==> config.mk <==
export PLATFORM = sky130hd
export DESIGN_NAME = line_loopback_error_monitor
export DESIGN_NICKNAME = d
export VERILOG_FILES = /design/src/pkg/line_mon_pkg.sv /design/src/hw/line_loopback_error_monitor.sv /design/src/hw/sat_counter.sv
export SDC_FILE = /design/constraint.sdc
export NUM_CORES = 1
export LEC_CHECK = 0
export ABC_AREA = 1
export BUFFER_PORTS_ARGS = -buffer_cell sky130_fd_sc_hd__buf_4
export CELL_PAD_IN_SITES_DETAIL_PLACEMENT = 1
export CELL_PAD_IN_SITES_GLOBAL_PLACEMENT = 2
export CORE_ASPECT_RATIO = 1.75
export CORE_MARGIN = 2
export CORE_UTILIZATION = 28
export CTS_CLUSTER_SIZE = 8
export DETAILED_ROUTE_END_ITERATION = 16
export PLACE_DENSITY = 0.75
export SLEW_MARGIN = 20
export SYNTH_ARGS = -nofsm -noshare
export SYNTH_HDL_FRONTEND = slang
export SYNTH_SLANG_ARGS = --single-unit
==> constraint.sdc <==
create_clock -name clk -period 2.46 [get_ports clk]
set_clock_uncertainty 0.05 [all_clocks]
set_input_delay 0.246 -clock clk [delete_from_list [all_inputs] [get_ports clk]]
set_output_delay 0.246 -clock clk [all_outputs]
set_load 0.03 [all_outputs]
==> src/pkg/line_mon_pkg.sv <==
// constants shared by the line port maintenance and test logic
// assumes one 100 MHz clock and an apb slave with 8 address bits
package line_mon_pkg;
  // register byte addresses
  localparam logic [7:0] ADDR_LOOP = 8'h00;
  localparam logic [7:0] ADDR_TEST = 8'h04;
  localparam logic [7:0] ADDR_BIT_ERROR_COUNT = 8'h08;
  localparam logic [7:0] ADDR_LPS  = 8'h0C;
  localparam logic [7:0] ADDR_STAT = 8'h10;
  // loop register fields
  localparam int LOOP_SEL_LSB    = 0;
  localparam int LOOP_DIR_BIT    = 2;
  localparam int LOOP_PASS_BIT   = 3;
  localparam int LOOP_FRAMER_BIT = 4;
  localparam int LOOP_EOCTR_BIT  = 5;
  // status register fields
  localparam int STAT_FAR_LSB  = 8;
  localparam int STAT_REM1_BIT = 16;
  localparam int STAT_REM2_BIT = 17;
  localparam int STAT_INH_BIT  = 18;
  localparam int STAT_FAR_END_BLOCK_ERROR_BIT = 19;
  // reset values
  localparam logic [1:0] LOOP_SEL_RST = 2'h0;
  localparam logic [1:0] BER_SEL_RST  = 2'h0;
  localparam logic [1:0] LPS_RST      = 2'h0;
  // widths
  localparam int BIT_ERROR_COUNT_W = 16;
  localparam int BLK_W  = 8;
  localparam int CRC_W  = 12;
  localparam int INC_W  = 4;
  // loop and bit error channel selections
  localparam logic [1:0] SEL_OFF = 2'h0;
  localparam logic [1:0] SEL_B1  = 2'h1;
  localparam logic [1:0] SEL_B2  = 2'h2;
  localparam logic [1:0] SEL_ALL = 2'h3;
  // slot channel codes
  localparam logic [1:0] CH_B1 = 2'h0;
  localparam logic [1:0] CH_B2 = 2'h1;
  localparam logic [1:0] CH_D  = 2'h2;
  // activation state codes seen from the activation logic
  localparam logic [2:0] ACT_DEACT      = 3'h0;
  localparam logic [2:0] ACT_LINE_ACT   = 3'h1;
  localparam logic [2:0] ACT_PEND_LOOPBACK_PASSTHROUGH_SEL = 3'h2;
  localparam logic [2:0] ACT_LOOPBACK_PASSTHROUGH_SEL      = 3'h3;
  localparam logic [2:0] ACT_ST_DEACT   = 3'h4;
  // maintenance codes
  localparam logic [7:0] LOOP_FIRST_BEARER_CMD  = 8'h51;
  localparam logic [7:0] LOOP_SECOND_BEARER_CMD = 8'h52;
  localparam logic [7:0] RETURN_TO_NORMAL_CMD   = 8'hFF;
  localparam logic [7:0] LOCAL_FIRST_LOOP_CMD   = 8'hF4;
  localparam logic [7:0] LOCAL_SECOND_LOOP_CMD  = 8'hF2;
  localparam logic [7:0] LOCAL_NORMAL_CMD       = 8'hFF;
  localparam logic [7:0] READ_NEAR_ERRORS_CMD   = 8'hFB;
  localparam logic [7:0] READ_FAR_ERRORS_CMD    = 8'hFA;
  localparam logic [7:0] ANSWER_HEADER          = 8'h80;
  localparam logic [7:0] IDLE_BYTE              = 8'hFF;
  // error report codes
  localparam logic [1:0] ERR_NEAR = 2'h1;
  localparam logic [1:0] ERR_FAR  = 2'h2;
  localparam logic [1:0] ERR_BOTH = 2'h3;
  typedef enum logic [0:0] {ANS_IDLE, ANS_VAL} ans_phase_e;
endpackage

==> src/hw/line_loopback_error_monitor.sv <==
// loopback control, bit error counter and block error counters of one line port
// assumes an apb master on clk, slot data and superframe events from the framer
//
// The register addresses and register access over APB were decided locally.
module line_loopback_error_monitor #(
  parameter logic [1:0] PORT_ID = 2'h0
) (
  input  wire logic        clk,
  input  wire logic        nrst,
  input  wire logic        psel,
  input  wire logic        penable,
  input  wire logic        pwrite,
  input  wire logic [7:0]  paddr,
  input  wire logic [31:0] pwdata,
  output logic      [31:0] prdata,
  output logic             pready,
  output logic             pslverr,
  input  wire logic [2:0]  act_state,
  output logic             act_inhibit,
  input  wire logic        slot_valid,
  input  wire logic [1:0]  slot_chan,
  input  wire logic [7:0]  sys_in_data,
  input  wire logic [7:0]  line_in_data,
  output logic             out_valid,
  output logic      [7:0]  sys_out_data,
  output logic      [7:0]  line_out_data,
  input  wire logic        sf_done,
  input  wire logic [11:0] sf_crc_calc,
  input  wire logic [11:0] sf_crc_rx,
  input  wire logic        rx_far_end_block_error_bit,
  output logic             tx_far_end_block_error_bit,
  output logic             err_msg_valid,
  output logic      [1:0]  err_msg_code,
  input  wire logic        line_rmsg_valid,
  input  wire logic [7:0]  line_rmsg_code,
  output logic             line_rmsg_tx_valid,
  output logic      [7:0]  line_rmsg_tx_code,
  output logic             host_rmsg_valid,
  output logic      [7:0]  host_rmsg_code,
  input  wire logic        host_rmsg_in_valid,
  input  wire logic [7:0]  host_rmsg_in_code,
  input  wire logic        lmsg_valid,
  input  wire logic [7:0]  lmsg_code,
  output logic             lmsg_ans_valid,
  output logic      [7:0]  lmsg_ans_data
);
  typedef struct packed {
    logic [1:0]                   loop_sel;
    logic                         loop_dir;
    logic                         pass;
    logic                         framer;
    logic                         eoc_transp;
    logic [1:0]                   ber_sel;
    logic [1:0]                   lps;
    logic                         rem_b1;
    logic                         rem_b2;
    logic [line_mon_pkg::CRC_W-1:0] prev_crc;
    logic                         crc_primed;
    logic                         tx_far_end_block_error;
    logic                         tx_rm_v;
    logic [7:0]                   tx_rm_c;
    logic                         host_rm_v;
    logic [7:0]                   host_rm_c;
    line_mon_pkg::ans_phase_e     ans;
    logic [7:0]                   ans_cnt;
    logic                         ans_v;
    logic [7:0]                   ans_d;
    logic                         ov;
    logic [7:0]                   sys_o;
    logic [7:0]                   line_o;
    logic                         err_v;
    logic [1:0]                   err_c;
    logic                         inhibit;
    logic [31:0]                  rdata;
    logic                         serr;
  } st_s;

  st_s s;
  st_s next_s;

  logic [line_mon_pkg::BIT_ERROR_COUNT_W-1:0] bit_error_count;
  logic [line_mon_pkg::BLK_W-1:0]  near_end_block_error;
  logic [line_mon_pkg::BLK_W-1:0]  far_end_block_error;
  logic [line_mon_pkg::INC_W-1:0]  ber_inc;
  logic                            bit_error_count_clr;
  logic                            near_clr;
  logic                            far_clr;
  logic                            near_err;
  logic                            far_err;
  logic                            cnt_en;
  logic                            setup;
  logic                            access;
  logic                            sel_ok;
  logic                            loc_hit;
  logic                            local_sys;
  logic                            local_line;
  logic                            rem_hit;
  logic                            ber_hit;

  function automatic logic [line_mon_pkg::INC_W-1:0] ones(input logic [7:0] d);
    logic [line_mon_pkg::INC_W-1:0] n;
    n = '0;
    for (int i = 0; i < 8; i++) begin
      n = n + {3'h0, d[i]};
    end
    return n;
  endfunction

  assign setup  = psel && !penable;
  assign access = psel && penable;
  assign sel_ok = (s.lps == PORT_ID);
  assign cnt_en = (act_state == line_mon_pkg::ACT_LINE_ACT)
               || (act_state == line_mon_pkg::ACT_PEND_LOOPBACK_PASSTHROUGH_SEL)
               || (act_state == line_mon_pkg::ACT_LOOPBACK_PASSTHROUGH_SEL)
               || (act_state == line_mon_pkg::ACT_ST_DEACT);

  // computed checksum is checked against the next superframe's field
  assign near_err = sf_done && s.crc_primed && (s.prev_crc != sf_crc_rx);
  assign far_err  = sf_done && !rx_far_end_block_error_bit;

  assign loc_hit = (s.loop_sel == line_mon_pkg::SEL_ALL)
                || (s.loop_sel == line_mon_pkg::SEL_B1 && slot_chan == line_mon_pkg::CH_B1)
                || (s.loop_sel == line_mon_pkg::SEL_B2 && slot_chan == line_mon_pkg::CH_B2);
  assign local_sys  = loc_hit && !s.loop_dir;
  assign local_line = loc_hit && s.loop_dir;
  assign rem_hit = (s.rem_b1 && slot_chan == line_mon_pkg::CH_B1)
                || (s.rem_b2 && slot_chan == line_mon_pkg::CH_B2);
  assign ber_hit = (s.ber_sel == line_mon_pkg::SEL_B1 && slot_chan == line_mon_pkg::CH_B1)
                || (s.ber_sel == line_mon_pkg::SEL_B2 && slot_chan == line_mon_pkg::CH_B2)
                || (s.ber_sel == line_mon_pkg::SEL_ALL && slot_chan != 2'h3);
  assign ber_inc = (slot_valid && ber_hit) ? ones(line_in_data) : '0;

  assign bit_error_count_clr = setup && !pwrite && paddr == line_mon_pkg::ADDR_BIT_ERROR_COUNT && sel_ok;
  assign near_clr = lmsg_valid && s.ans == line_mon_pkg::ANS_IDLE
                 && lmsg_code == line_mon_pkg::READ_NEAR_ERRORS_CMD;
  assign far_clr  = lmsg_valid && s.ans == line_mon_pkg::ANS_IDLE
                 && lmsg_code == line_mon_pkg::READ_FAR_ERRORS_CMD;

  always_comb begin
    next_s = s;
    next_s.tx_rm_v = 1'b0;
    next_s.host_rm_v = 1'b0;
    next_s.ans_v = 1'b0;
    next_s.ov = 1'b0;
    next_s.err_v = 1'b0;
    // read data is latched in the setup cycle, read side effects happen there too
    if (setup && !pwrite) begin
      next_s.serr = 1'b0;
      next_s.rdata = '0;
      unique case (paddr)
        line_mon_pkg::ADDR_LOOP: begin
          next_s.rdata[line_mon_pkg::LOOP_SEL_LSB +: 2] = s.loop_sel;
          next_s.rdata[line_mon_pkg::LOOP_DIR_BIT] = s.loop_dir;
          next_s.rdata[line_mon_pkg::LOOP_PASS_BIT] = s.pass;
          next_s.rdata[line_mon_pkg::LOOP_FRAMER_BIT] = s.framer;
          next_s.rdata[line_mon_pkg::LOOP_EOCTR_BIT] = s.eoc_transp;
        end
        line_mon_pkg::ADDR_TEST: next_s.rdata[1:0] = sel_ok ? s.ber_sel : 2'h0;
        line_mon_pkg::ADDR_BIT_ERROR_COUNT: next_s.rdata[15:0] = sel_ok ? bit_error_count : 16'h0000;
        line_mon_pkg::ADDR_LPS:  next_s.rdata[1:0] = s.lps;
        line_mon_pkg::ADDR_STAT: begin
          next_s.rdata[7:0] = near_end_block_error;
          next_s.rdata[line_mon_pkg::STAT_FAR_LSB +: 8] = far_end_block_error;
          next_s.rdata[line_mon_pkg::STAT_REM1_BIT] = s.rem_b1;
          next_s.rdata[line_mon_pkg::STAT_REM2_BIT] = s.rem_b2;
          next_s.rdata[line_mon_pkg::STAT_INH_BIT] = s.inhibit;
          next_s.rdata[line_mon_pkg::STAT_FAR_END_BLOCK_ERROR_BIT] = s.tx_far_end_block_error;
        end
        default: next_s.serr = 1'b1;
      endcase
    end else if (setup) begin
      next_s.rdata = '0;
      next_s.serr = !(paddr == line_mon_pkg::ADDR_LOOP || paddr == line_mon_pkg::ADDR_TEST
                   || paddr == line_mon_pkg::ADDR_BIT_ERROR_COUNT || paddr == line_mon_pkg::ADDR_LPS
                   || paddr == line_mon_pkg::ADDR_STAT);
    end
    if (access && pwrite) begin
      if (paddr == line_mon_pkg::ADDR_LOOP) begin
        next_s.loop_sel = pwdata[line_mon_pkg::LOOP_SEL_LSB +: 2];
        next_s.loop_dir = pwdata[line_mon_pkg::LOOP_DIR_BIT];
        next_s.pass = pwdata[line_mon_pkg::LOOP_PASS_BIT];
        next_s.framer = pwdata[line_mon_pkg::LOOP_FRAMER_BIT];
        next_s.eoc_transp = pwdata[line_mon_pkg::LOOP_EOCTR_BIT];
        // remembered until the framer loop is opened again
        if (!pwdata[line_mon_pkg::LOOP_FRAMER_BIT]) begin
          next_s.inhibit = 1'b0;
        end else if (act_state == line_mon_pkg::ACT_DEACT) begin
          next_s.inhibit = 1'b1;
        end
      end
      if (paddr == line_mon_pkg::ADDR_TEST && sel_ok) begin
        next_s.ber_sel = pwdata[1:0];
      end
      if (paddr == line_mon_pkg::ADDR_LPS) begin
        next_s.lps = pwdata[1:0];
      end
    end
    // remote maintenance messages from the line
    if (line_rmsg_valid && s.eoc_transp) begin
      next_s.host_rm_v = 1'b1;
      next_s.host_rm_c = line_rmsg_code;
    end else if (line_rmsg_valid) begin
      unique case (line_rmsg_code)
        line_mon_pkg::LOOP_FIRST_BEARER_CMD: begin
          next_s.rem_b1 = 1'b1;
          next_s.tx_rm_v = 1'b1;
          next_s.tx_rm_c = line_rmsg_code;
        end
        line_mon_pkg::LOOP_SECOND_BEARER_CMD: begin
          next_s.rem_b2 = 1'b1;
          next_s.tx_rm_v = 1'b1;
          next_s.tx_rm_c = line_rmsg_code;
        end
        line_mon_pkg::RETURN_TO_NORMAL_CMD: begin
          next_s.rem_b1 = 1'b0;
          next_s.rem_b2 = 1'b0;
          next_s.tx_rm_v = 1'b1;
          next_s.tx_rm_c = line_rmsg_code;
        end
        default: next_s.tx_rm_v = 1'b0;
      endcase
    end
    // host supplies the acknowledge itself in transparent mode
    if (host_rmsg_in_valid && s.eoc_transp) begin
      next_s.tx_rm_v = 1'b1;
      next_s.tx_rm_c = host_rmsg_in_code;
    end
    // local maintenance commands
    if (lmsg_valid) begin
      if (lmsg_code == line_mon_pkg::LOCAL_FIRST_LOOP_CMD) begin
        next_s.rem_b1 = 1'b1;
      end else if (lmsg_code == line_mon_pkg::LOCAL_SECOND_LOOP_CMD) begin
        next_s.rem_b2 = 1'b1;
      end else if (lmsg_code == line_mon_pkg::LOCAL_NORMAL_CMD) begin
        next_s.rem_b1 = 1'b0;
        next_s.rem_b2 = 1'b0;
      end
    end
    // two byte answer: header, then the count taken before the clear
    unique case (s.ans)
      line_mon_pkg::ANS_IDLE: begin
        if (near_clr || far_clr) begin
          next_s.ans = line_mon_pkg::ANS_VAL;
          next_s.ans_cnt = near_clr ? near_end_block_error : far_end_block_error;
          next_s.ans_v = 1'b1;
          next_s.ans_d = line_mon_pkg::ANSWER_HEADER;
        end
      end
      line_mon_pkg::ANS_VAL: begin
        next_s.ans = line_mon_pkg::ANS_IDLE;
        next_s.ans_v = 1'b1;
        next_s.ans_d = s.ans_cnt;
      end
    endcase
    // superframe events
    if (!cnt_en) begin
      next_s.crc_primed = 1'b0;
    end else if (sf_done) begin
      next_s.prev_crc = sf_crc_calc;
      next_s.crc_primed = 1'b1;
    end
    if (sf_done) begin
      next_s.tx_far_end_block_error = !near_err;
      next_s.err_v = near_err || far_err;
      next_s.err_c = (near_err && far_err) ? line_mon_pkg::ERR_BOTH
                   : near_err ? line_mon_pkg::ERR_NEAR : line_mon_pkg::ERR_FAR;
    end
    // slot data path
    if (slot_valid) begin
      next_s.ov = 1'b1;
      next_s.sys_o = line_in_data;
      next_s.line_o = sys_in_data;
      if (s.framer) begin
        next_s.sys_o = sys_in_data;
        next_s.line_o = sys_in_data;
      end else if (local_sys) begin
        next_s.sys_o = sys_in_data;
        next_s.line_o = s.pass ? sys_in_data : line_mon_pkg::IDLE_BYTE;
      end else if (local_line) begin
        next_s.line_o = line_in_data;
        next_s.sys_o = s.pass ? line_in_data : line_mon_pkg::IDLE_BYTE;
      end else if (rem_hit) begin
        next_s.line_o = line_in_data;
      end
    end
  end

  always_ff @(posedge clk or negedge nrst) begin
    if (!nrst) begin
      s <= '0;
      s.loop_sel <= line_mon_pkg::LOOP_SEL_RST;
      s.ber_sel <= line_mon_pkg::BER_SEL_RST;
      s.lps <= line_mon_pkg::LPS_RST;
      s.tx_far_end_block_error <= 1'b1;
      s.ans <= line_mon_pkg::ANS_IDLE;
    end else begin
      s <= next_s;
    end
  end

  sat_counter #(.W(line_mon_pkg::BIT_ERROR_COUNT_W), .IW(line_mon_pkg::INC_W)) u_bit_error_count (
    .clk       (clk),
    .nrst      (nrst),
    .hold_zero (1'b0),
    .clr       (bit_error_count_clr),
    .inc       (ber_inc),
    .count     (bit_error_count)
  );

  sat_counter #(.W(line_mon_pkg::BLK_W), .IW(1)) u_near (
    .clk       (clk),
    .nrst      (nrst),
    .hold_zero (!cnt_en),
    .clr       (near_clr),
    .inc       (near_err),
    .count     (near_end_block_error)
  );

  sat_counter #(.W(line_mon_pkg::BLK_W), .IW(1)) u_far (
    .clk       (clk),
    .nrst      (nrst),
    .hold_zero (!cnt_en),
    .clr       (far_clr),
    .inc       (far_err),
    .count     (far_end_block_error)
  );

  assign prdata = s.rdata;
  assign pready = 1'b1;
  assign pslverr = s.serr;
  assign act_inhibit = s.inhibit;
  assign out_valid = s.ov;
  assign sys_out_data = s.sys_o;
  assign line_out_data = s.line_o;
  assign tx_far_end_block_error_bit = s.tx_far_end_block_error;
  assign err_msg_valid = s.err_v;
  assign err_msg_code = s.err_c;
  assign line_rmsg_tx_valid = s.tx_rm_v;
  assign line_rmsg_tx_code = s.tx_rm_c;
  assign host_rmsg_valid = s.host_rm_v;
  assign host_rmsg_code = s.host_rm_c;
  assign lmsg_ans_valid = s.ans_v;
  assign lmsg_ans_data = s.ans_d;

  AST_ECHO_LOOP: assert property (@(posedge clk) disable iff (!nrst)
    (line_rmsg_valid && !s.eoc_transp && !host_rmsg_in_valid
     && line_rmsg_code == line_mon_pkg::LOOP_FIRST_BEARER_CMD)
    |=> line_rmsg_tx_valid && line_rmsg_tx_code == 8'h51 && s.rem_b1)
    else $error("first bearer loop not closed and echoed");
  AST_LOCAL_LOOP: assert property (@(posedge clk) disable iff (!nrst)
    (lmsg_valid && lmsg_code == 8'hF2) |=> s.rem_b2)
    else $error("local second loop command ignored");
  AST_RETURN_NORMAL: assert property (@(posedge clk) disable iff (!nrst)
    (line_rmsg_valid && !s.eoc_transp && line_rmsg_code == 8'hFF && !lmsg_valid)
    |=> !s.rem_b1 && !s.rem_b2)
    else $error("return to normal left a loop closed");
  AST_IDLE_FILL: assert property (@(posedge clk) disable iff (!nrst)
    (slot_valid && !s.framer && local_line && !s.pass)
    |=> out_valid && sys_out_data == 8'hFF)
    else $error("non transparent loop forwarded data");
  AST_FRAMER_TRANSP: assert property (@(posedge clk) disable iff (!nrst)
    (slot_valid && s.framer) |=> line_out_data == $past(sys_in_data)
     && sys_out_data == $past(sys_in_data))
    else $error("framer loop not transparent");
  AST_INHIBIT: assert property (@(posedge clk) disable iff (!nrst)
    (access && pwrite && paddr == 8'h00 && pwdata[4] && act_state == 3'h0)
    |=> act_inhibit)
    else $error("activation not inhibited");
  AST_BER_STOP: assert property (@(posedge clk) disable iff (!nrst)
    (s.ber_sel == 2'h0 && !bit_error_count_clr) |=> $stable(bit_error_count))
    else $error("bit error counter moved while stopped");
  AST_BIT_ERROR_COUNT_CLEAR: assert property (@(posedge clk) disable iff (!nrst)
    (bit_error_count_clr && ber_inc == '0) |=> bit_error_count == 16'h0000)
    else $error("bit error counter not cleared by read");
  AST_BIT_ERROR_COUNT_SAT: assert property (@(posedge clk) disable iff (!nrst)
    (bit_error_count == 16'hFFFF && !bit_error_count_clr) |=> bit_error_count == 16'hFFFF)
    else $error("bit error counter wrapped");
  AST_NEAR_SAT: assert property (@(posedge clk) disable iff (!nrst)
    (near_end_block_error == 8'hFF && !near_clr && cnt_en) |=> near_end_block_error == 8'hFF || !$past(cnt_en))
    else $error("near end counter wrapped");
  AST_NEAR_ANSWER: assert property (@(posedge clk) disable iff (!nrst)
    near_clr |=> lmsg_ans_valid && lmsg_ans_data == 8'h80
     ##1 lmsg_ans_valid && lmsg_ans_data == $past(near_end_block_error, 2))
    else $error("near end answer wrong");
  AST_FAR_END_BLOCK_ERROR_TX: assert property (@(posedge clk) disable iff (!nrst)
    sf_done |=> tx_far_end_block_error_bit == !$past(near_err))
    else $error("far end bit not driven from near error");
  AST_HOLD_ZERO: assert property (@(posedge clk) disable iff (!nrst)
    !cnt_en |=> near_end_block_error == 8'h00 && far_end_block_error == 8'h00)
    else $error("block counters not held at zero");
endmodule

==> src/hw/sat_counter.sv <==
// saturating counter with clear and hold at zero
// assumes clear and increment come from the same clock domain
module sat_counter #(
  parameter int W  = 8,
  parameter int IW = 1
) (
  input  wire logic          clk,
  input  wire logic          nrst,
  input  wire logic          hold_zero,
  input  wire logic          clr,
  input  wire logic [IW-1:0] inc,
  output logic      [W-1:0]  count
);
  typedef struct packed {
    logic [W-1:0] count;
  } cnt_s;

  cnt_s s;
  cnt_s next_s;

  always_comb begin
    logic [W:0] sum;
    sum = '0;
    next_s = s;
    // increment lands on the cleared value, so no event is lost
    sum = (clr ? '0 : {1'b0, s.count}) + {{(W + 1 - IW){1'b0}}, inc};
    if (hold_zero) begin
      next_s.count = '0;
    end else if (sum[W]) begin
      next_s.count = '1;
    end else begin
      next_s.count = sum[W-1:0];
    end
  end

  always_ff @(posedge clk or negedge nrst) begin
    if (!nrst) begin
      s <= '0;
    end else begin
      s <= next_s;
    end
  end

  assign count = s.count;
endmodule

Yosys cells after proc, flatten, opt, wreduce, memory -nomap -nowiden --
Index checks and enable logic that the tools add are counted.
Cells by class: add/subtract/negate cells 10, equality and inequality tests 29, multiplexer cells 53, reduce and logical (&&, ||, !) cells 62, bitwise operators 1
Operator list (number):
- 2-to-1 mux 8 bit | 13
- 2-to-1 mux 16 bit | 5
- 2-to-1 mux 33 bit | 2
- == test 8 bit, second input constant | 6
- 2-to-1 mux 9 bit | 4
- logical AND 1 bit | 26
- one-hot mux 10 bit (2 select lines) | 1
- adder 9 x 1 -> 9 bit | 2
- 2-to-1 mux 18 bit | 1
- one-hot mux 9 bit (2 select lines) | 1
- adder 17 x 4 -> 17 bit | 1
- 2-to-1 mux 17 bit | 1
- adder 4 x 1 -> 4 bit | 4
- == test 8 x 4 -> 1 bit, second input constant | 2
- == test 8 x 7 -> 1 bit, second input constant | 2
- logical OR 1 bit | 14
- 2-to-1 mux 2 bit | 7
- inequality test 12 bit | 1
- one-hot mux 4 bit (3 select lines) | 1
- 2-to-1 mux 1 bit | 10
- one-hot mux 2 bit (5 select lines) | 1
- AND reduction 2 bit | 5
- == test 2 bit, second input constant | 4
- == test 8 x 3 -> 1 bit, second input constant | 1
- other kinds (22) | 40
Storage, ports and cells: register bits after elaboration 148, output and inout port bits 83, word-level logic and storage cells 186

Depth between registers and ports, before layout --
Gate-level depths: netlist (run 1).
depth in word-level cells 10, mapped depth 19, mapped depth without buffers 19

Modules after synthesis --
Synthesis (run 1) repeated with hierarchy kept, for this count alone.
Second synthesis, totals: cells, all modules 1094, area total of the unflattened synthesis 8560.7 um^2
By module, submodules not included:
- line_loopback_error_monitor | cells each 785, instances 1, area an instance 6185.9 um^2
- sat_counter (u_bit_error_count) | cells each 175, instances 1, area an instance 1281.2 um^2
- sat_counter (u_far ...) | cells each 67, instances 2, area an instance 546.8 um^2

Least setup slack after synthesis (run 1) --
Ideal clock, no wire load.
path type input port to flip-flop, from in line_in_data[0], to reg u_bit_error_count.s, in the netlist u_bit_error_count.count[15], arrival time 3.790 ns, setup slack -1.451 ns, library setup time 0.072 ns, stages on the path 18, required time 2.338 ns, path through inv_1 > fa_1 > fa_1 > fa_1 > inv_1 > ha_1 > fa_1 > xnor2_1 > nor2_1 > ha_1 > nand2_1 > nor2_2 > nor2_1 > nor2_2 > nand3_2 > nor2_8 > nand4_2 > nand3_1
RTL lines:
- start, declared | RTL line line_loopback_error_monitor.sv:23 | input wire logic [7:0] line_in_data,
- end signal, assigned | RTL line sat_counter.sv:40 | s <= next_s;
- end, declared | RTL line sat_counter.sv:18 | cnt_s s;

==> results of run 1 <==
placed cells by master (no fill, tap or decap), types with 10 or more instances in the layout:
master	n
sky130_fd_sc_hd__nand2_1	250
sky130_fd_sc_hd__nand3_2	17
sky130_fd_sc_hd__xnor2_1	15
sky130_fd_sc_hd__clkbuf_16	17
sky130_fd_sc_hd__buf_4	227
sky130_fd_sc_hd__dfrtp_1	135
sky130_fd_sc_hd__nor2_2	10
sky130_fd_sc_hd__a21oi_1	24
sky130_fd_sc_hd__o21ai_0	59
sky130_fd_sc_hd__o211ai_1	14
sky130_fd_sc_hd__nand2_2	11
sky130_fd_sc_hd__inv_1	104
sky130_fd_sc_hd__conb_1	13
sky130_fd_sc_hd__dlygate4sd3_1	18
sky130_fd_sc_hd__nand4_1	16
sky130_fd_sc_hd__nor2_1	46
sky130_fd_sc_hd__inv_2	16
sky130_fd_sc_hd__nand3_1	79
stage by stage:
| step | setup TNS, ns | area [um^2] | utilization, % | worst slack [ns] |
|---|---|---|---|---|
| floorplan | -21.30 | 8150 | - | -1.35 |
| global placement | -26.93 | 9550 | 33.5 | -1.71 |
| detailed placement | -27.88 | 9550 | 33.5 | -1.78 |
| CTS | -18.94 | 10500 | 36.9 | -1.21 |
| global route | -21.17 | 10600 | 37.3 | -1.37 |
| finish | -19.08 | 10600 | 37.3 | -1.25 |
routing by layer:
layer	share of wire, %	track usage, %	vias to the layer above
li1	-	-	3508
met1	37	18.4	3469
met2	56	34.7	172
met3	4.4	4.28	38
met4	2.8	6.82	0
met5	0	0	-
state kept, by name (all words and copies together) (netlist names):
| signal | flops |
|---|---|
| s | 34 |
| prdata | 20 |
| u_bit_error_count.count | 16 |
| host_rmsg_code | 8 |
| line_out_data | 8 |
| line_rmsg_tx_code | 8 |
| lmsg_ans_data | 8 |
| sys_out_data | 8 |
| u_far.count | 8 |
| u_near.count | 8 |
| err_msg_code | 2 |
| act_inhibit | 1 |
| err_msg_valid | 1 |
| host_rmsg_valid | 1 |
| line_rmsg_tx_valid | 1 |
| lmsg_ans_valid | 1 |
| out_valid | 1 |
| pslverr | 1 |
| tx_far_end_block_error_bit | 1 |
cell families (layout without fill, tap and decap cells):
kind of cell	Yosys count	after routing	share of synthesized area [%]
compound gates	129	129	9.68
simple gates	458	461	26.1
fa+ha+maj	16	16	2.95
flops	136	136	42.2
buf+inv	224	404	14.8
mux	12	12	2.09
other cells	2	13	0.0931
xor+xnor	19	19	2.06
what timing repair did:
item,4_1_cts,5_1_grt
pin swaps,8,9
gates cloned,3,0
setup endpoints to repair,16,24
gates resized for setup,11,18
hold buffers,18,0
hold endpoints to repair,109,0
buffers inserted,8,4
worst paths after layout:
| kind | startpoint | to | slack, ns |
|---|---|---|---|
| min in group asynchronous | nrst | err_msg_code[0] | 0.15 |
| min | sys_in_data[0] | sys_out_data[0] | 0.02 |
| max reg2reg | s[107] | u_bit_error_count.count[8] | -0.17 |
| min reg2reg | line_out_data[4] | line_out_data[4] | 0.43 |
| max | line_in_data[0] | u_bit_error_count.count[12] | -1.25 |
| max in group asynchronous | nrst | u_bit_error_count.count[3] | 1.43 |
cell type report:
cell class / count / area (um^2) / area share [%]
Clock inverter: 15 / 224 / 2.10
Clock buffer: 17 / 425 / 4.00
Sequential cell: 136 / 3400 / 32.0
Timing Repair Buffer: 249 / 1960 / 18.4
Multi-Input combinational cell: 650 / 3690 / 34.6
Tap cell: 378 / 473 / 4.44
Inverter: 123 / 474 / 4.46
power by group:
part           total [mW]  leakage [nW]  internal (mW)  switching (mW)
Sequential           2.58          1.73           2.43           0.153
Combinational        1.35          3.41          0.587           0.759
Clock                2.90         0.314           1.80            1.10
worst max-delay path: stages:
cell and delay, ns:
sky130_fd_sc_hd__buf_12 0.09, sky130_fd_sc_hd__inv_12 0.03, sky130_fd_sc_hd__fa_1 0.56, sky130_fd_sc_hd__fa_1 0.43, sky130_fd_sc_hd__fa_1 0.51, sky130_fd_sc_hd__inv_1 0.05, sky130_fd_sc_hd__ha_2 0.18, sky130_fd_sc_hd__fa_2 0.53
sky130_fd_sc_hd__inv_2 0.04, sky130_fd_sc_hd__nor2_4 0.09, sky130_fd_sc_hd__fa_2 0.23, sky130_fd_sc_hd__inv_2 0.05, sky130_fd_sc_hd__nor2_4 0.13, sky130_fd_sc_hd__nor2_4 0.05, sky130_fd_sc_hd__nor2_4 0.12, sky130_fd_sc_hd__nand3_4 0.12
sky130_fd_sc_hd__buf_12 0.16, sky130_fd_sc_hd__nor2_4 0.12, sky130_fd_sc_hd__nand2_1 0.07, sky130_fd_sc_hd__nand3_1 0.10, sky130_fd_sc_hd__nand3_2 0.07
==> impl_summary.txt, run 1 <==
----------------------------------------------------
[Power and ir drop]
  Leakage ... between 5 and 6 nW
  Power per standard cell area ... between 600 and 700 mW/mm^2
  Largest vdd supply drop ... 474 uV
  Pwr Total ... 6.83 mW

[Clock network]
  Worst-Skew Late Latency ... around 0.45 ns
  # H-tree levels ... 4
  Total clock buffers created by CTS ... 17
  Clock sink total ... about 140
  Clock tree from TritonCTS ... done
  Clock buffer depth ... 2
  Clock-pin slew on the worst setup and hold paths ... about 0.07 ns
  Master cell of the clock root buffer ... sky130_fd_sc_hd__clkbuf_16

[STA]
  Max-slew violation count ... 0
  Setup repair after global routing missed its margin ... yes
  Minimum hold slack ... about 0.017 ns
  Share of the clock period used by the worst path ... 151%
  Max frequency ... between 200 and 300 MHz
  Slew of the pin with the lowest slew margin ... about 0.61 ns
  Min Tclk post-route ... roughly 3.7 ns
  Max_slew headroom ... roughly three fifths
  Post-layout worst setup margin ... -1.25 ns
  Setup-violating endpoint count in the final report ... 16
  Final hold vios ... 0

[Critical path]
  Kind of start point of the critical path ... primary input
  Worst setup path category ... in -> reg
  Data arrival time of the worst path ... between 3 and 4 ns
  Crit path capture type ... register
  Required time of the critical path ... roughly 2.7 ns
  Largest fanout of any net on the critical path ... 4
  Cells on worst reg2reg path ... 17

[Placement]
  Placed cell count ... between 1500 and 2000
  Placed wire-length estimate after detailed placement ... 19.9 mm
  Number of I/O port buffers ... approximately 160
  Final weighted congestion of routability-driven global placement ... approximately 0.76

[Synth]
  Count of state elements after synthesis ... 136
  Dominant cells by area after synthesis ... sky130_fd_sc_hd__dfrtp_1, sky130_fd_sc_hd__nand2_1, sky130_fd_sc_hd__buf_4, sky130_fd_sc_hd__nand3_1, sky130_fd_sc_hd__inv_1
  Leading register cell type out of synthesis ... sky130_fd_sc_hd__dfrtp_1
  Synth warnings ... 0
  Top-area cell type share of the netlist area ... roughly two fifths
  Synth cell count leaders ... sky130_fd_sc_hd__nand2_1, sky130_fd_sc_hd__dfrtp_1, sky130_fd_sc_hd__inv_1
  Most repeated cell in the gate-level netlist after synthesis ... sky130_fd_sc_hd__nand2_1
  Post-Synthesis Cells ... roughly 1000
  Largest area contributor in the synthesized netlist ... sky130_fd_sc_hd__dfrtp_1
  Distinct cell type count of the synthesized netlist ... 56
  Syn_area_per_cell ... between 8 and 9 um^2
  Post-synth EDFFs ... 0
  Post-synthesis instance area ... around 0.0081 mm^2
  Post-synth ARST share ... 100%
  Portion of the post-synthesis area used by sequential elements ... a little over two fifths

[Routing]
  Antenna violation net count after detailed routing ... 0
  Routed Wire Length ... between 20 and 30 mm
  Number of violations reported at the end of detailed-routing iteration 0 ... roughly 330
  Via count normalized by instance count ... 4.58
  Average routed wire per standard cell ... approximately 17 um
  Via count ... a little over 7000
  Length of the first detailed-routing pass in iterations ... 5
  Number of design rule violations left after detail routing ... 0

[Floorplan]
  Die outline height ... 228 um
  Number of core rows ... between 80 and 90
  Core region area ... between 0.02 and 0.03 mm^2
  Die Span X ... ~130 um
  Starting density of the core ... between 20% and 30%
  Count of pins on the block boundary ... 203
  Die footprint ... about 0.03 mm^2

[Status]
  Status ... finished with violations
  Failing checks ... negative setup slack

[Hold path]
  Count of cells along the worst hold path ... 3
  Hold Path Class ... in -> reg

[Job]
  Max cap viols ... 0

[GRT]
  Global-route wire length before repair ... around 43 mm
  Global-route usage over all layers ... between 15 and 20%
  Vias in the first global route ... about 8000
  Largest net degree at the start of global routing ... 83
  Antenna violations before repair ... 0
  Global-route congestion overflow total ... 0

[Layout]
  Area growth syn-to-layout ... 32.0%
  Share of final-layout standard cells stronger than drive strength 1 ... between 30 and 40%
  Layout Nets ... approximately 1300
  Number of inserted filler cells in the final layout ... approximately 3500
  Ant diodes ... 0
  Final cell count without fillers ... between 1500 and 2000

----------------------------------------------------
No activity file was read; power rests on OpenSTA's default activity.
==> inputs of run 2 (changes only) <==
SETUP_SLACK_MARGIN = 0.4   (was unset)
==> impl_summary.txt, run 2 (same netlist as run 1, synthesis figures left out) <==
----------------------------------------------------
[Critical path]
  Logic depth of the worst path, buffers included ... 19 (was 21)
  CP top delay family ... adder cells (unchanged)
  Worst setup path category ... in -> reg (unchanged)
  Crit path capture type ... register (unchanged)
  Slowest cell on the critical path ... sky130_fd_sc_hd__fa_1 (unchanged)
  Required time of the critical path ... 2.79 ns (was 2.74 ns)
  WP buf/inv ... 5 (was 6)
  Max stage delay on crit path ... 0.58 ns (was 0.56 ns)
  Largest fanout of any net on the critical path ... 6 (was 4)
  Kind of start point of the critical path ... primary input (unchanged)
  Crit-path cells ... buf_8, inv_12, fa_1, fa_1, fa_1, inv_2, ha_4, fa_2, inv_2, nor2_4, fa_2, inv_2, nor2_4, nor2_2, nor2_4, nand3_4, nor2_8, nand4_4, nand3_2 (was buf_12, inv_12, fa_1, fa_1, fa_1, inv_1, ha_2, fa_2, inv_2, nor2_4, fa_2, inv_2, nor2_4, nor2_4, nor2_4, nand3_4, buf_12, nor2_4, nand2_1, nand3_1, nand3_2)
  Cells on worst reg2reg path ... 16 (was 17)
  Data arrival time of the worst path ... 4.02 ns (was 3.99 ns)

[Status]
  Status ... finished with violations (unchanged)
  Failing checks ... negative setup slack (unchanged)

[Floorplan]
  Die outline height ... 228 um (unchanged)
  Number of core rows ... 82 (unchanged)
  Count of pins on the block boundary ... 203 (unchanged)
  Starting density of the core ... 28.3% (unchanged)
  Core region area ... 0.0285 mm^2 (unchanged)
  Die footprint ... 0.0302 mm^2 (unchanged)
  Die Span X ... 132 um (unchanged)

[Layout]
  Ant diodes ... 0 (unchanged)
  Most flops, register ... s (unchanged)
  Area growth syn-to-layout ... 32.7% (was 32.0%)
  Most common cell after layout, fill and taps aside ... sky130_fd_sc_hd__nand2_1 (unchanged)
  Number of flip-flops under the largest register name ... 34 (unchanged)
  Layout Nets ... 1313 (unchanged)
  Commonest cells after routing, fill and taps aside ... sky130_fd_sc_hd__nand2_1, sky130_fd_sc_hd__buf_4, sky130_fd_sc_hd__dfrtp_1 (unchanged)
  Area of all placed cells without fillers ... 0.0107 mm^2 (was 0.0106 mm^2)
  Share of final-layout standard cells stronger than drive strength 1 ... 31.8% (was 30.4%)

[Clock network]
  # H-tree levels ... 4 (unchanged)
  Clock sink total ... 136 (unchanged)
  Clock-pin slew on the worst setup and hold paths ... 0.06 ns (was 0.07 ns)
  Clock buffer depth ... 2 (unchanged)
  Total clock buffers created by CTS ... 17 (unchanged)
  Worst-Skew Late Latency ... 0.45 ns (about the same)
  Master cell of the clock root buffer ... sky130_fd_sc_hd__clkbuf_16 (unchanged)
  Clock tree from TritonCTS ... done (unchanged)

[GRT]
  Vias in the first global route ... 7890 (was 7963)
  Largest net degree at the start of global routing ... 56 (was 83)
  Global-route usage over all layers ... 17.9% (was 18.0%)
  Antenna violations before repair ... 0 (unchanged)
  Global-route wire length before repair ... 42.4 mm (was 42.5 mm)
  Global-route congestion overflow total ... 0 (unchanged)

[Placement]
  Worst setup slack before clock tree synthesis ... -1.78 ns (about the same)
  Number of I/O port buffers ... 163 (unchanged)
  Final weighted congestion of routability-driven global placement ... 0.769 (was 0.762)
  Placed cell area ... 0.00957 mm^2 (was 0.00955 mm^2)
  Placed wire-length estimate after detailed placement ... 20.0 mm (was 19.9 mm)

[STA]
  Setup repair after global routing missed its margin ... yes (unchanged)
  Accumulated negative setup slack ... -19.12 ns (was -19.08 ns)
  Max-slew violation count ... 0 (unchanged)
  Final hold vios ... 0 (unchanged)
  Max_slew headroom ... 58.6% (was 59.1%)
  Min Tclk post-route ... 3.69 ns (was 3.71 ns)
  Share of the clock period used by the worst path ... 150% (was 151%)
  Setup-violating endpoint count in the final report ... 16 (unchanged)
  Post-layout worst setup margin ... -1.23 ns (was -1.25 ns)
  Slew of the pin with the lowest slew margin ... 0.621 ns (was 0.614 ns)
  Minimum hold slack ... 0.0242 ns (was 0.0174 ns)
  Max frequency ... 271 MHz (was 269 MHz)

[Routing]
  Number of design rule violations left after detail routing ... 0 (unchanged)
  Length of the first detailed-routing pass in iterations ... 4 (was 5)
  Via count normalized by instance count ... 4.59 (was 4.58)
  Number of violations reported at the end of detailed-routing iteration 0 ... 255 (was 328)
  Antenna violation net count after detailed routing ... 0 (unchanged)
  Via count ... 7183 (was 7187)
  Routed Wire Length ... 26.1 mm (was 26.2 mm)
  Average routed wire per standard cell ... 16.7 um (about the same)

[Hold path]
  Count of cells along the worst hold path ... 3 (unchanged)
  Hold Path Class ... in -> reg (unchanged)

[Job]
  Max cap viols ... 0 (unchanged)

[Power and ir drop]
  Power per standard cell area ... 619 mW/mm^2 (was 641 mW/mm^2)
  Leakage ... 5.42 nW (was 5.45 nW)
  Pwr Total ... 6.62 mW (was 6.83 mW)
  Largest vdd supply drop ... 496 uV (was 474 uV)

----------------------------------------------------
run 2: cell count changes in the layout (fill, tap and decap cells not counted), sizes merged:
| cell | before | now |
|---|---|---|
| bufinv | 5 | 2 |
| clkbuf | 17 | 24 |
| clkinv | 8 | 4 |
| inv | 123 | 121 |
run 2: area by class of cell:
type,count,area (um^2)
Inverter,123,477
Multi-Input combinational cell,650,3800
Sequential cell,136,3410
Fill cell,3460,17800
Timing Repair Buffer,249,1950
Tap cell,378,473
Clock buffer,24,512
Clock inverter,6,88.8
run 2: worst min-delay path: cells and delay by family:
kind | cells | cell delay [ns]
buf+inv | 1 | 0.09
simple gates | 1 | 0.06
compound gates | 1 | 0.09
run 2: metal layers:
metal	share of wire, %	track usage, %	wire length [um]
met1	38	19.0	10100
met2	55	33.9	14300
met3	4.0	3.99	1040
met4	2.8	7.12	726
met5	0	0	0
run 2: through the flow:
stage | utilization (%) | instances
after floorplan | - | 1007
after global placement | 33.6 | 1502
after detailed placement | 33.6 | 1502
after CTS | 37.0 | 1559
after global routing | 37.5 | 1566
final | 37.5 | 1566
run 2: worst paths after layout:
check / start / end / slack, ns
max in group asynchronous: nrst / sys_out_data[3] / 1.41
min: sys_in_data[0] / sys_out_data[0] / 0.02
max reg2reg: s[107] / u_bit_error_count.count[4] / -0.14
min reg2reg: line_out_data[4] / line_out_data[4] / 0.44
min in group asynchronous: nrst / lmsg_ans_data[1] / 0.21
max: line_in_data[0] / u_bit_error_count.count[15] / -1.23
run 2: timing repair:
item / in CTS / in global routing
pin swaps: 15 / 17
gates cloned: 3 / 0
setup endpoints to repair: 32 / 32
hold endpoints to repair: 50 / 0
hold buffers: 18 / 0
buffers inserted: 6 / 7
resized for setup: 30 / 20
run 2: power by group:
group          internal, mW  switching, mW
clock                  1.64           1.04
sequential             2.43          0.150
combinational         0.599          0.767
